**config.mk**
```make
export PLATFORM = sky130hd
export DESIGN_NAME = stcb_capture
export DESIGN_NICKNAME = d
export VERILOG_FILES = /design/src/stcb_pkg.sv /design/src/stcb_capture.sv
export VERILOG_INCLUDE_DIRS = /design/src
export SDC_FILE = /design/constraint.sdc
export NUM_CORES = 1
export LEC_CHECK = 0
export ABC_CLOCK_PERIOD_IN_PS = 4850
export BUFFER_PORTS_ARGS = -buffer_cell sky130_fd_sc_hd__buf_2
export CAP_MARGIN = 20
export CORE_UTILIZATION = 35
export CTS_CLUSTER_SIZE = 16
export DETAILED_ROUTE_END_ITERATION = 8
export GPL_TIMING_DRIVEN = 0
export SLEW_MARGIN = 20
export SYNTH_ARGS = -nofsm -noshare
export SYNTH_HDL_FRONTEND = slang
export SYNTH_SLANG_ARGS = --single-unit
```
**constraint.sdc**
```tcl
create_clock -name clk -period 4.85 [get_ports clk]
set_input_delay 0.7275 -clock clk [delete_from_list [all_inputs] [get_ports clk]]
set_output_delay 0.7275 -clock clk [all_outputs]
set_load 0.02 [all_outputs]
```
**src/stcb_defs.svh**
```systemverilog
`ifndef STCB_DEFS_SVH
`define STCB_DEFS_SVH
// register byte offsets
`define STCB_OFS_CTRL 8'h00
`define STCB_OFS_STATUS 8'h04
`define STCB_OFS_BASE 8'h08
`define STCB_OFS_SIZE 8'h0C
`define STCB_OFS_WPTR 8'h10
`define STCB_OFS_WMARK 8'h14
`define STCB_OFS_SRCID 8'h18
`define STCB_OFS_TSFREQ 8'h1C
`define STCB_OFS_STIMCTL 8'h20
`define STCB_OFS_TSLO 8'h24
`define STCB_OFS_TSHI 8'h28
`define STCB_OFS_SECMST 8'h2C
`define STCB_OFS_LPIID 8'h30
`define STCB_OFS_STIMID 8'h34
// control register bit positions
`define STCB_CTL_EN 0
`define STCB_CTL_CIRC 1
`define STCB_CTL_SCAT 2
`define STCB_CTL_STOPTRIG 3
`define STCB_CTL_TRIGPACK 4
`define STCB_CTL_LPIEN 5
`define STCB_CTL_SPIEN 6
`define STCB_CTL_TWOSTAGE 7
`define STCB_CTL_NS 8
`define STCB_CTL_W 9
`define STCB_CTL_RST 9'h100
// status register bit positions
`define STCB_ST_WRAP 0
`define STCB_ST_WM 1
`define STCB_ST_TRIG 2
`define STCB_ST_STOP 3
`define STCB_ST_DROP 4
`define STCB_ST_FULL 5
// stimulus control register bit positions
`define STCB_SC_SYNC_EN 0
`define STCB_SC_COMPR 1
`define STCB_SC_MULTI 2
`define STCB_SC_ARM 3
`define STCB_SC_SHARED 4
// stimulus unit shape
`define STCB_NUM_MASTERS 2
`define STCB_PORTS_PER_MASTER 16'h4000
`define STCB_FUND_BITS 8'h40
`define STCB_SHARED_MASTER 1'b1
// trace stream constants
`define STCB_TRIG_ID 7'h7D
`define STCB_WORD_BYTES 32'h8
`define STCB_SRCID_RST 7'h10
`define STCB_TSFREQ_RST 32'h017D7840
`define STCB_SIZE_RST 32'h00001000
`endif

```
**src/stcb_pkg.sv**
```systemverilog
`include "stcb_defs.svh"
package stcb_pkg;
   typedef enum logic [1:0] {
      STCB_IDLE = 2'b00,
      STCB_RUN = 2'b01,
      STCB_STOP = 2'b10
   } stcb_state_t;

   typedef struct packed {
      stcb_state_t st;
      logic [`STCB_CTL_W-1:0] ctrl;
      logic [31:0] base;
      logic [31:0] size;
      logic [31:0] wmark;
      logic [6:0] src_id;
      logic [31:0] ts_freq;
      logic compress;
      logic trig_multi;
      logic trig_armed;
      logic [`STCB_NUM_MASTERS-1:0] sec_master;
      logic [15:0] msi_id;
      logic [31:0] wptr;
      logic [31:0] fill;
      logic f_wrap;
      logic f_wm;
      logic f_trig;
      logic f_drop;
      logic f_full;
      logic [63:0] ts;
      logic out_valid;
      logic [31:0] out_addr;
      logic [63:0] out_data;
      logic out_xlat;
      logic [1:0] out_stages;
      logic out_ns;
      logic msi_req;
      logic [31:0] rdata;
      logic trig_s1;
      logic trig_s2;
      logic trig_s3;
      logic stim_trig;
   } stcb_regs_t;
endpackage : stcb_pkg

```
**src/stcb_capture.sv**
```systemverilog
// The register addresses and the strobed register port were chosen for this implementation.
`include "stcb_defs.svh"
`timescale 1ns/100ps
`default_nettype none
module stcb_capture (
   input wire logic clk,
   input wire logic rstn,
   // register bus, same clock as the block
   input wire logic [7:0] bus_addr,
   input wire logic [31:0] bus_wdata,
   input wire logic bus_wr,
   input wire logic bus_rd,
   input wire logic bus_secure,
   output logic [31:0] bus_rdata,
   // trace stream from the funnels, valid/ready
   input wire logic trace_valid,
   output logic trace_ready,
   input wire logic [6:0] trace_id,
   input wire logic [31:0] trace_data,
   // trigger pin is asynchronous, the generator request is same-clock
   input wire logic trig_pin,
   input wire logic stim_trig_req,
   output logic stim_trig_out,
   // one-word write port toward the memory interconnect
   output logic mem_wr_valid,
   input wire logic mem_wr_ready,
   output logic [31:0] mem_wr_addr,
   output logic [63:0] mem_wr_data,
   output logic mem_wr_xlat,
   output logic [1:0] mem_wr_stages,
   output logic mem_wr_ns,
   // interrupt outputs and the secure master set
   output logic irq_spi,
   output logic msi_req,
   output logic [15:0] msi_id,
   output logic [`STCB_NUM_MASTERS-1:0] sec_master
);
   stcb_pkg::stcb_regs_t s_r;
   stcb_pkg::stcb_regs_t s_nxt;

   // register read mux; unmapped offsets read zero
   function automatic logic [31:0] reg_read(input stcb_pkg::stcb_regs_t s,
                                            input logic [7:0] a);
      logic [31:0] v;
      v = 32'h0;
      unique case (a)
         `STCB_OFS_CTRL: v[`STCB_CTL_W-1:0] = s.ctrl;
         // sticky flags plus the live stopped state, which software cannot clear
         `STCB_OFS_STATUS: begin
            v[`STCB_ST_WRAP] = s.f_wrap;
            v[`STCB_ST_WM] = s.f_wm;
            v[`STCB_ST_TRIG] = s.f_trig;
            v[`STCB_ST_STOP] = (s.st == stcb_pkg::STCB_STOP);
            v[`STCB_ST_DROP] = s.f_drop;
            v[`STCB_ST_FULL] = s.f_full;
         end
         `STCB_OFS_BASE: v = s.base;
         `STCB_OFS_SIZE: v = s.size;
         `STCB_OFS_WPTR: v = s.wptr;
         `STCB_OFS_WMARK: v = s.wmark;
         `STCB_OFS_SRCID: v[6:0] = s.src_id;
         `STCB_OFS_TSFREQ: v = s.ts_freq;
         // fixed bits of the stimulus control read back as constants
         `STCB_OFS_STIMCTL: begin
            v[`STCB_SC_SYNC_EN] = 1'b1; // hard-wired, writes ignored
            v[`STCB_SC_COMPR] = s.compress;
            v[`STCB_SC_MULTI] = s.trig_multi;
            v[`STCB_SC_ARM] = s.trig_armed;
            v[`STCB_SC_SHARED] = `STCB_SHARED_MASTER;
         end
         // halves are read apart, so software must guard against the carry
         `STCB_OFS_TSLO: v = s.ts[31:0];
         `STCB_OFS_TSHI: v = s.ts[63:32];
         `STCB_OFS_SECMST: v[`STCB_NUM_MASTERS-1:0] = s.sec_master;
         `STCB_OFS_LPIID: v[15:0] = s.msi_id;
         // fixed shape of the stimulus unit; nothing here is writable
         `STCB_OFS_STIMID: begin
            v[7:0] = 8'(`STCB_NUM_MASTERS);
            v[15:8] = `STCB_FUND_BITS;
            v[31:16] = `STCB_PORTS_PER_MASTER;
         end
         default: v = 32'h0;
      endcase
      return v;
   endfunction : reg_read

   // one stored word moves a byte position by the word size; pointer and fill share it
   function automatic logic [31:0] advance(input logic [31:0] x);
      return x + `STCB_WORD_BYTES;
   endfunction : advance

   // next-state logic for the whole block
   always_comb begin
      logic pin_evt;
      logic take;
      logic is_trig;
      logic trig_evt;
      logic store;
      logic [31:0] nptr;
      logic [31:0] nfill;
      logic new_irq;
      pin_evt = 1'b0;
      take = 1'b0;
      is_trig = 1'b0;
      trig_evt = 1'b0;
      store = 1'b0;
      nptr = 32'h0;
      nfill = 32'h0;
      new_irq = 1'b0;
      s_nxt = s_r;
      s_nxt.msi_req = 1'b0;
      s_nxt.stim_trig = 1'b0;
      s_nxt.rdata = 32'h0;
      // free-running absolute timestamp
      s_nxt.ts = s_r.ts + 64'h1;

      // trigger pin synchroniser; only the second and third stages are compared
      s_nxt.trig_s1 = trig_pin;
      s_nxt.trig_s2 = s_r.trig_s1;
      s_nxt.trig_s3 = s_r.trig_s2;
      pin_evt = s_r.trig_s2 & ~s_r.trig_s3;

      // trigger generation: single-shot disarms, multi-shot stays armed
      if (stim_trig_req && s_r.trig_armed) begin
         s_nxt.stim_trig = 1'b1;
         if (!s_r.trig_multi) begin
            s_nxt.trig_armed = 1'b0;
         end
      end

      // memory write slot drains when the interconnect takes it
      if (s_r.out_valid && mem_wr_ready) begin
         s_nxt.out_valid = 1'b0;
      end

      // register reads answer in the next cycle only
      if (bus_rd) begin
         s_nxt.rdata = reg_read(s_r, bus_addr);
      end

      // register writes go first so that hardware sets below win over clears
      if (bus_wr) begin
         unique case (bus_addr)
            // a rising enable restarts at the region base; program geometry first
            `STCB_OFS_CTRL: begin
               s_nxt.ctrl = bus_wdata[`STCB_CTL_W-1:0];
               if (bus_wdata[`STCB_CTL_EN] && !s_r.ctrl[`STCB_CTL_EN]) begin
                  s_nxt.st = stcb_pkg::STCB_RUN;
                  s_nxt.wptr = 32'h0;
                  s_nxt.fill = 32'h0;
                  s_nxt.f_full = 1'b0;
               end else if (!bus_wdata[`STCB_CTL_EN]) begin
                  s_nxt.st = stcb_pkg::STCB_IDLE;
               end
            end
            `STCB_OFS_STATUS: begin
               // write one to clear
               if (bus_wdata[`STCB_ST_WRAP]) s_nxt.f_wrap = 1'b0;
               if (bus_wdata[`STCB_ST_WM]) s_nxt.f_wm = 1'b0;
               if (bus_wdata[`STCB_ST_TRIG]) s_nxt.f_trig = 1'b0;
               if (bus_wdata[`STCB_ST_DROP]) s_nxt.f_drop = 1'b0;
               if (bus_wdata[`STCB_ST_FULL]) s_nxt.f_full = 1'b0;
            end
            // geometry is used by the next word, so change it only while idle
            `STCB_OFS_BASE: s_nxt.base = bus_wdata; // any normal address
            `STCB_OFS_SIZE: s_nxt.size = bus_wdata;
            `STCB_OFS_WMARK: s_nxt.wmark = bus_wdata;
            `STCB_OFS_SRCID: s_nxt.src_id = bus_wdata[6:0];
            `STCB_OFS_TSFREQ: s_nxt.ts_freq = bus_wdata;
            // sync enable is not stored: it always reads one
            `STCB_OFS_STIMCTL: begin
               s_nxt.compress = bus_wdata[`STCB_SC_COMPR];
               s_nxt.trig_multi = bus_wdata[`STCB_SC_MULTI];
               s_nxt.trig_armed = bus_wdata[`STCB_SC_ARM];
            end
            `STCB_OFS_SECMST: begin
               // non-secure writes are silently dropped
               if (bus_secure) begin
                  s_nxt.sec_master = bus_wdata[`STCB_NUM_MASTERS-1:0];
               end
            end
            // message interrupt id, sent beside each message pulse
            `STCB_OFS_LPIID: s_nxt.msi_id = bus_wdata[15:0];
            default: begin
            end
         endcase
      end

      // trace intake; outside a run the stream is drained and discarded
      take = trace_valid && trace_ready;
      is_trig = (trace_id == `STCB_TRIG_ID);
      trig_evt = s_r.stim_trig | pin_evt | (take & is_trig);
      if (take && s_r.st == stcb_pkg::STCB_RUN) begin
         if (is_trig) begin
            store = s_r.ctrl[`STCB_CTL_TRIGPACK]; // pack or ignore
         end else if (trace_id == s_r.src_id) begin
            store = 1'b1;
         end else begin
            s_nxt.f_drop = 1'b1; // processor trace never lands
         end
      end

      if (store) begin
         s_nxt.out_valid = 1'b1;
         // scatter mode sends the offset for translation, else physical
         if (s_r.ctrl[`STCB_CTL_SCAT]) begin
            s_nxt.out_addr = s_r.wptr;
            s_nxt.out_stages = s_r.ctrl[`STCB_CTL_TWOSTAGE] ? 2'b11 : 2'b01;
         end else begin
            s_nxt.out_addr = s_r.base + s_r.wptr;
            s_nxt.out_stages = 2'b00;
         end
         s_nxt.out_xlat = s_r.ctrl[`STCB_CTL_SCAT];
         s_nxt.out_ns = s_r.ctrl[`STCB_CTL_NS];
         // each word carries its source id so streams can be separated
         s_nxt.out_data = {24'h0, is_trig, trace_id, trace_data};
         // wrap or stop is decided on the position after this word
         nptr = advance(s_r.wptr);
         if (nptr >= s_r.size) begin
            if (s_r.ctrl[`STCB_CTL_CIRC]) begin
               s_nxt.wptr = 32'h0; // same cycle as the wrap flag
               s_nxt.f_wrap = 1'b1;
               new_irq = 1'b1;
            end else begin
               s_nxt.wptr = nptr;
               s_nxt.f_full = 1'b1;
               s_nxt.st = stcb_pkg::STCB_STOP;
            end
         end else begin
            s_nxt.wptr = nptr;
         end
         // fill level saturates at the region size once it has wrapped
         nfill = (s_r.fill < s_r.size) ? advance(s_r.fill) : s_r.fill;
         s_nxt.fill = nfill;
         if (nfill == s_r.wmark && s_r.fill != s_r.wmark) begin
            s_nxt.f_wm = 1'b1;
            new_irq = 1'b1;
         end
      end

      // a trigger during a run is logged and may end capture
      if (trig_evt && s_r.st == stcb_pkg::STCB_RUN) begin
         s_nxt.f_trig = 1'b1;
         if (s_r.ctrl[`STCB_CTL_STOPTRIG]) begin
            s_nxt.st = stcb_pkg::STCB_STOP;
         end
      end

      // message interrupt is one pulse per store that wraps or reaches the watermark, even when one store does both
      s_nxt.msi_req = new_irq & s_r.ctrl[`STCB_CTL_LPIEN];
   end

   // only the block reset clears state; a processor warm reset never reaches here
   always_ff @(posedge clk or negedge rstn) begin
      if (!rstn) begin
         s_r <= '{st: stcb_pkg::STCB_IDLE,
                  ctrl: `STCB_CTL_RST,
                  base: 32'h0,
                  size: `STCB_SIZE_RST,
                  wmark: 32'h0,
                  src_id: `STCB_SRCID_RST,
                  ts_freq: `STCB_TSFREQ_RST,
                  compress: 1'b0,
                  trig_multi: 1'b0,
                  trig_armed: 1'b0,
                  sec_master: '0,
                  msi_id: 16'h0,
                  wptr: 32'h0,
                  fill: 32'h0,
                  f_wrap: 1'b0,
                  f_wm: 1'b0,
                  f_trig: 1'b0,
                  f_drop: 1'b0,
                  f_full: 1'b0,
                  ts: 64'h0,
                  out_valid: 1'b0,
                  out_addr: 32'h0,
                  out_data: 64'h0,
                  out_xlat: 1'b0,
                  out_stages: 2'b00,
                  out_ns: 1'b1,
                  msi_req: 1'b0,
                  rdata: 32'h0,
                  trig_s1: 1'b0,
                  trig_s2: 1'b0,
                  trig_s3: 1'b0,
                  stim_trig: 1'b0};
      end else begin
         s_r <= s_nxt;
      end
   end

   // the slot holds one word; back-pressure only while running
   assign trace_ready = (s_r.st != stcb_pkg::STCB_RUN) || !s_r.out_valid || mem_wr_ready;
   assign bus_rdata = s_r.rdata;
   assign stim_trig_out = s_r.stim_trig;
   // the write port is the slot itself, so it stands still while stalled
   assign mem_wr_valid = s_r.out_valid;
   assign mem_wr_addr = s_r.out_addr;
   assign mem_wr_data = s_r.out_data;
   assign mem_wr_xlat = s_r.out_xlat;
   assign mem_wr_stages = s_r.out_stages;
   assign mem_wr_ns = s_r.out_ns;
   // wired interrupt is a level from the wrap and watermark sticky flags
   assign irq_spi = s_r.ctrl[`STCB_CTL_SPIEN] & (s_r.f_wrap | s_r.f_wm);
   // message interrupt and its id come straight from registers
   assign msi_req = s_r.msi_req;
   assign msi_id = s_r.msi_id;
   assign sec_master = s_r.sec_master;
endmodule : stcb_capture
`default_nettype wire

```
==> results of run 1 <==
==> layer usage <==
layer | GRT usage [%] | share of wire [%] | up-vias
met3 | 4.288 | 7.4 | 144
met1 | 34.45 | 44 | 9451
met5 | 0 | 0.017 | -
met4 | 8.633 | 3.4 | 2
met2 | 39.50 | 46 | 816
li1 | - | - | 8490
==> synth_stat cells, drive strengths merged, types with 9 or more instances <==
| master | number |
|---|---|
| a211oi | 9 |
| a21o | 23 |
| a21oi | 66 |
| a221oi | 21 |
| a222oi | 21 |
| a22o | 36 |
| a22oi | 58 |
| a31oi | 42 |
| and3 | 28 |
| and4 | 10 |
| buf | 186 |
| clkbuf | 69 |
| dfrtp | 391 |
| dfstp | 16 |
| ha | 89 |
| inv | 55 |
| mux2 | 165 |
| nand2 | 267 |
| nand2b | 10 |
| nand3 | 87 |
| nand4 | 41 |
| nor2 | 105 |
| nor2b | 9 |
| nor3 | 31 |
| nor4 | 9 |
| o211ai | 11 |
| o21a | 19 |
| o21ai | 93 |
| o31ai | 23 |
| or3 | 15 |
| xnor2 | 96 |
| xor2 | 56 |
==> flip-flops by register name, indices dropped and copies added, names as in the netlist <==
| name | count |
|---|---|
| mem_wr_ns | 1 |
| s_r | 277 |
| msi_req | 1 |
| s_nxt | 2 |
| bus_rdata | 32 |
| sec_master | 2 |
| mem_wr_data | 40 |
| mem_wr_addr | 32 |
| mem_wr_valid | 1 |
| stim_trig_out | 1 |
| msi_id | 16 |
| mem_wr_stages | 2 |
==> worst min path at each step <==
stage	startpoint	endpoint	slack (ns)
final	rstn	mem_wr_addr[29]$_DFFE_PN0P_	0.07
after global routing	rstn	mem_wr_addr[29]$_DFFE_PN0P_	0.10
after CTS	rstn	mem_wr_addr[29]$_DFFE_PN0P_	0.09
after detailed placement	s_nxt[2]$_DFF_PN0_	s_nxt[1]$_DFF_PN0_	0.36
after global placement	s_nxt[2]$_DFF_PN0_	s_nxt[1]$_DFF_PN0_	0.33
after floorplan	s_nxt[2]$_DFF_PN0_	s_nxt[1]$_DFF_PN0_	0.33
==> logic make-up (layout without fill, tap and decap cells) <==
family	after synthesis	after routing	synth area share (%)
AO/OA/AOI/OAI	456	456	14.02
adder cells (fa/ha/maj)	89	89	4.931
other	1	26	0.01661
XOR/XNOR	152	152	5.895
flip-flops	407	407	45.19
AND/OR/NAND/NOR	645	645	13.80
buffers and inverters	310	630	7.784
multiplexers	168	168	8.361
==> per-stage QoR <==
stage | hold WS (ns) | utilization, % | TNS (ns) | power [W]
2_1_floorplan | 0.3312 | - | 0 | 0.003902
3_3_place_gp | 0.3335 | 39.11 | -2038.43 | 0.004188
3_5_place_dp | 0.3582 | 39.32 | -23.17 | 0.004211
4_1_cts | 0.08598 | 42.09 | 0 | 0.008119
5_1_grt | 0.1027 | 42.24 | -0.01888 | 0.008333
6_report | 0.06980 | 42.24 | 0 | 0.008071
==> cell type report <==
class / count / area [sq um] / area share [%]
Inverter: 55 / 206.4 / 0.7706
Antenna cell: 2 / 5.005 / 0.01868
Sequential cell: 407 / 10210 / 38.11
Clock inverter: 18 / 327.8 / 1.224
Buffer: 254 / 1556 / 5.810
Clock buffer: 70 / 1365 / 5.095
Multi-Input combinational cell: 1534 / 10760 / 40.17
Timing Repair Buffer: 233 / 1299 / 4.848
Tap cell: 846 / 1059 / 3.951
==> power by group through the flow <==
stage               Sequential [W]  Clock, W  Combinational, W
floorplan                  0.00358         0          0.000325
global placement           0.00362         0          0.000566
detailed placement         0.00362         0          0.000588
CTS                        0.00356   0.00396          0.000592
global route               0.00357   0.00412          0.000646
finish                     0.00357   0.00391          0.000595
==> timing repair <==
action | CTS | global route
hold buffers | 0 | 0
cloned | 0 | 0
pin swaps | 2 | 6
setup buffers | 3 | 9
resized for setup | 13 | 11
setup endpoints to repair | 29 | 30
==> results.sh, run 1 <==
export IMPL_slew_headroom_pct=26.66
export IMPL_num_vias=18903
export IMPL_synth_warnings=0
export IMPL_reg2reg_slack_ns=0.27
export IMPL_period_needed_ns=4.580
export IMPL_drive_gt1_share_pct=25.59
export IMPL_drc=0
export IMPL_layout_common_cells="dfrtp_1 (387), nand2_1 (267), buf_2 (221), buf_4 (164), mux2_2 (143)"
export IMPL_grt_use_total_pct=24.99
export IMPL_dpl_cell_area_sq_mm=0.02494
export IMPL_syn_inst=2228
export IMPL_seqPwrFrac_pct=44.2
export IMPL_crit_cells=20
export IMPL_pin_count=243
export IMPL_setup_viol=0
export IMPL_cp_data_required_time_ns=5.35
export IMPL_n_fill_cell=6137
export IMPL_seq_area_frac_synth_pct=45.19
export IMPL_grt_pass1_wl_um=122600
export IMPL_cts_root_buffer="clkbuf_16"
export IMPL_worst_slew_pin_slew_ns=1.100
export IMPL_rows=92
export IMPL_combPwrFrac_pct=7.4
export IMPL_initial_utilization_pct=35.61
export IMPL_via_per_inst=5.529
export IMPL_grt_max_degree=102
export IMPL_gp_congestion=0.9805
export IMPL_area_growth_pct=18.63
export IMPL_drt_pass1_iterations=7
export IMPL_die_w_um=256.0
export IMPL_reg2reg_to="s_r[265]$_DFFE_PN0P_"
export IMPL_ff2ff_path_depth=20
export IMPL_synthArstFlopShare_pct=100.0
export IMPL_path_delay_family="simple AND/OR/NAND/NOR gates"
export IMPL_leakage_nw=13.16
export IMPL_p_sw_w=0.001986
export IMPL_ys_flop_type="dfrtp_1"
export IMPL_wl_per_cell_um=24.29
export IMPL_crit_chain="buf_4 -> and3_1 -> nand3_2 -> nor2_4 -> nand2_1 -> or3_4 -> nor2_4 -> xor2_1 -> ha_1 -> a21o_1 -> a21o_1 -> a21o_1 -> a21o_1 -> a211oi_1 -> o21a_2 -> a21oi_2 -> buf_4 -> nand2b_2 -> or3_1 -> o21ai_0"
export IMPL_pre_cts_ws_ns=-1.008
export IMPL_io_buffers=216
export IMPL_layoutNonFillerInstCount=3419
export IMPL_antenna_found_initial=4
export IMPL_clock_sinks=407
export IMPL_crit_type="flop to flop"
export IMPL_yosysTopAreaCell="dfrtp_1"
export IMPL_mostFrequentLayoutCell="dfrtp_1"
export IMPL_final_area_sq_mm=0.02679
export IMPL_critPathMaxFanout=8
export IMPL_ir_worst_vdd_mv=0.2431
export IMPL_synthTopCellsByArea="dfrtp_1 (43%), mux2_2 (7.1%), buf_4 (5.0%)"
export IMPL_ys_types=80
export IMPL_skew_ns=0.02522
export IMPL_hold_viol=0
export IMPL_status="completed"
export IMPL_endpoint="s_r[265]$_DFFE_PN0P_"
export IMPL_cpMostUsedCell="a21o_1"
export IMPL_ant_nets=0
export IMPL_grt_overflow_total=0
export IMPL_clock_power_share_pct=48.4
export IMPL_dp_hpwl_um=64620
export IMPL_swShare_pct=24.60
export IMPL_r2r_start="s_r[244]$_DFFE_PN0P_"
export IMPL_clk_latency_ns=0.60
export IMPL_ys_ff_latch=407
export IMPL_powerDensity_mw_per_mm2=301.3
export IMPL_mappedNetlistArea_sq_mm=0.02258
export IMPL_num_nets_final=2709
export IMPL_crit_path_top_delay_cell="or3_4"
export IMPL_path_clk_slew_ns=0.06
export IMPL_drt_total_wl_um=83060
export IMPL_cp_startpoint="s_r[244]$_DFFE_PN0P_"
export IMPL_drv_slew=0
export IMPL_cts_tree="done"
export IMPL_drv_cap=0
export IMPL_die_y_um=256.0
export IMPL_cp_end_kind="flop"
export IMPL_clockBufferDepth=3
export IMPL_htree_levels=2
export IMPL_cp_slowest_stage_delay_ns=0.47
export IMPL_post_place_cells=3318
export IMPL_core_area_sq_mm=0.06343
export IMPL_setup_worst_path_start_class="flop"
export IMPL_final_period_utilization_pct=94.44
export IMPL_synth_top_area_share_pct=43.33
export IMPL_drt_iter0_markers=1972
export IMPL_max_freq_ghz=0.2183
export IMPL_dieArea_sq_mm=0.06554
export IMPL_grt_pass1_vias=18498
export IMPL_synth_edf_count=0
export IMPL_p_int_w=0.006085
export IMPL_worstPathArrival_ns=5.08
export IMPL_avgSynthCellArea_sq_um=10.14
export IMPL_cts_inserted_buffers=47
export IMPL_cp_num_buf_inv=2
export IMPL_hp_class="primary input to async pin"
export IMPL_layout_setup_ws_ns=0.2698
Power figures use the tool's default switching activity.
==> run 2: changes to the inputs <==
BUFFER_PORTS_ARGS = -buffer_cell sky130_fd_sc_hd__clkbuf_2   (was -buffer_cell sky130_fd_sc_hd__buf_2)
==> results.sh, run 2 (synthesis gave the netlist of run 1 again) <==
export IMPL_drv_slew=0
export IMPL_cp_end_kind="flop"
export IMPL_via_per_inst=5.533
export IMPL_final_area_sq_mm=0.02670
export IMPL_cts_inserted_buffers=47
export IMPL_dpl_cell_area_sq_mm=0.02496
export IMPL_layoutNonFillerInstCount=3411
export IMPL_layout_common_cells="dfrtp_1 (387), nand2_1 (267), clkbuf_2 (216), buf_4 (158), mux2_2 (143)"
export IMPL_leakage_nw=13.01
export IMPL_setup_viol=0
export IMPL_die_y_um=256.0
export IMPL_wl_per_cell_um=24.40
export IMPL_htree_levels=2
export IMPL_grt_max_degree=92
export IMPL_largest_register_ffs=277
export IMPL_initial_utilization_pct=35.61
export IMPL_drt_pass1_iterations=7
export IMPL_max_freq_ghz=0.2126
export IMPL_clock_sinks=407
export IMPL_dp_hpwl_um=64760
export IMPL_mostFrequentLayoutCell="dfrtp_1"
export IMPL_period_needed_ns=4.703
export IMPL_die_w_um=256.0
export IMPL_io_buffers=216
export IMPL_ir_worst_vdd_mv=0.2303
export IMPL_drc=0
export IMPL_timing_setup_tns_ns=0
export IMPL_cts_root_buffer="clkbuf_16"
export IMPL_path_clk_slew_ns=0.06
export IMPL_gp_congestion=0.9645
export IMPL_drv_cap=0
export IMPL_grt_overflow_total=0
export IMPL_core_area_sq_mm=0.06343
export IMPL_grt_pass1_wl_um=122300
export IMPL_worstPathArrival_ns=5.18
export IMPL_hold_viol=0
export IMPL_clk_latency_ns=0.60
export IMPL_grt_use_total_pct=24.97
export IMPL_critPathMaxFanout=10
export IMPL_antenna_found_initial=4
export IMPL_grt_pass1_vias=18493
export IMPL_regMostFlops="s_r"
export IMPL_reg2reg_slack_ns=0.15
export IMPL_pin_count=243
export IMPL_drive_gt1_share_pct=25.56
export IMPL_clockBufferDepth=3
export IMPL_area_growth_pct=18.24
export IMPL_slew_headroom_pct=21.83
export IMPL_worst_slew_pin_slew_ns=1.173
export IMPL_final_period_utilization_pct=96.97
export IMPL_rows=92
export IMPL_powerDensity_mw_per_mm2=295.3
export IMPL_num_nets_final=2704
export IMPL_skew_ns=0.02794
export IMPL_status="completed"
export IMPL_ant_nets=0
export IMPL_cts_tree="done"
export IMPL_hp_class="primary input to async pin"
export IMPL_post_place_cells=3318
export IMPL_setup_worst_path_start_class="flop"
export IMPL_crit_type="flop to flop"
export IMPL_drt_iter0_markers=1937
export IMPL_dieArea_sq_mm=0.06554
export IMPL_cp_data_required_time_ns=5.33
export IMPL_drt_total_wl_um=83240
export IMPL_num_vias=18874
-- run 2: worst paths after layout --
path	cells past startpoint	to	startpoint
max	20	s_r[260]$_DFFE_PN0P_	s_r[242]$_DFFE_PN0P_
min	1	mem_wr_addr[25]$_DFFE_PN0P_	rstn
max reg2reg	20	s_r[260]$_DFFE_PN0P_	s_r[242]$_DFFE_PN0P_
min reg2reg	0	s_nxt[1]$_DFF_PN0_	s_nxt[2]$_DFF_PN0_
max in group asynchronous	4	s_r[305]$_DFFE_PN1P_	rstn
min in group clk	1	s_nxt[2]$_DFF_PN0_	trig_pin
-- run 2: layout make-up --
type	count	area (sq um)
buffer	254	1563
antenna	2	5.005
inverter	55	206.4
sequential	407	10210
clock inverter	17	237.7
multi-input combinational	1534	10770
tap	846	1059
clock buffer	68	1368
fill	6078	36720
timing repair buffer	228	1280
-- run 2: timing repair --
item,4_1_cts,5_1_grt
hold buffers,0,0
resized for setup,15,16
pin swaps,3,5
endpoints found under the setup margin,31,28
buffers inserted,4,3
-- run 2: report_power, final --
part,internal (W),switching (W)
clock network,0.00223,0.00148
logic,0.000223,0.000377
registers,0.00347,0.0000965
-- run 2: worst max-delay path, cell delays in order (launching register included) --
cell and delay [ns]:
dfrtp_2 0.49, ha_2 0.29, nand3_2 0.18, nor2_4 0.22
nand2_1 0.12, or3_1 0.51, nor2_4 0.26, xor2_1 0.19
ha_1 0.27, a21o_1 0.19, a21o_1 0.17, a21o_1 0.17
a21o_1 0.18, a211oi_2 0.23, o21a_2 0.23, a21oi_2 0.07
buf_4 0.17, nor2_4 0.21, clkbuf_4 0.26, nand2_1 0.06
o21ai_0 0.08
-- run 2: stage by stage --
stage | utilization, % | power [W] | hold slack (ns) | worst slack [ns]
global route | 42.10 | 0.008146 | 0.02745 | -0.03661
global placement | 39.11 | 0.004194 | 0.3339 | -6.162
detailed placement | 39.35 | 0.004219 | 0.3510 | -1.071
finish | 42.10 | 0.007885 | 0.03062 | 0.1469
CTS | 42.00 | 0.007962 | 0.01387 | 0.03022
floorplan | - | 0.003902 | 0.3312 | 0.5405
-- run 2: routing by layer --
metal  vias up  global-route usage, %  share of wire, %  wire length (um)
met1      9451                  34.25                44             36240
li1       8461                      -                 -                 -
met2       824                  38.81                45             37540
met5         -                      0                 0                 0
met3       138                  4.892               7.7              6399
met4         0                  9.448               3.7              3058
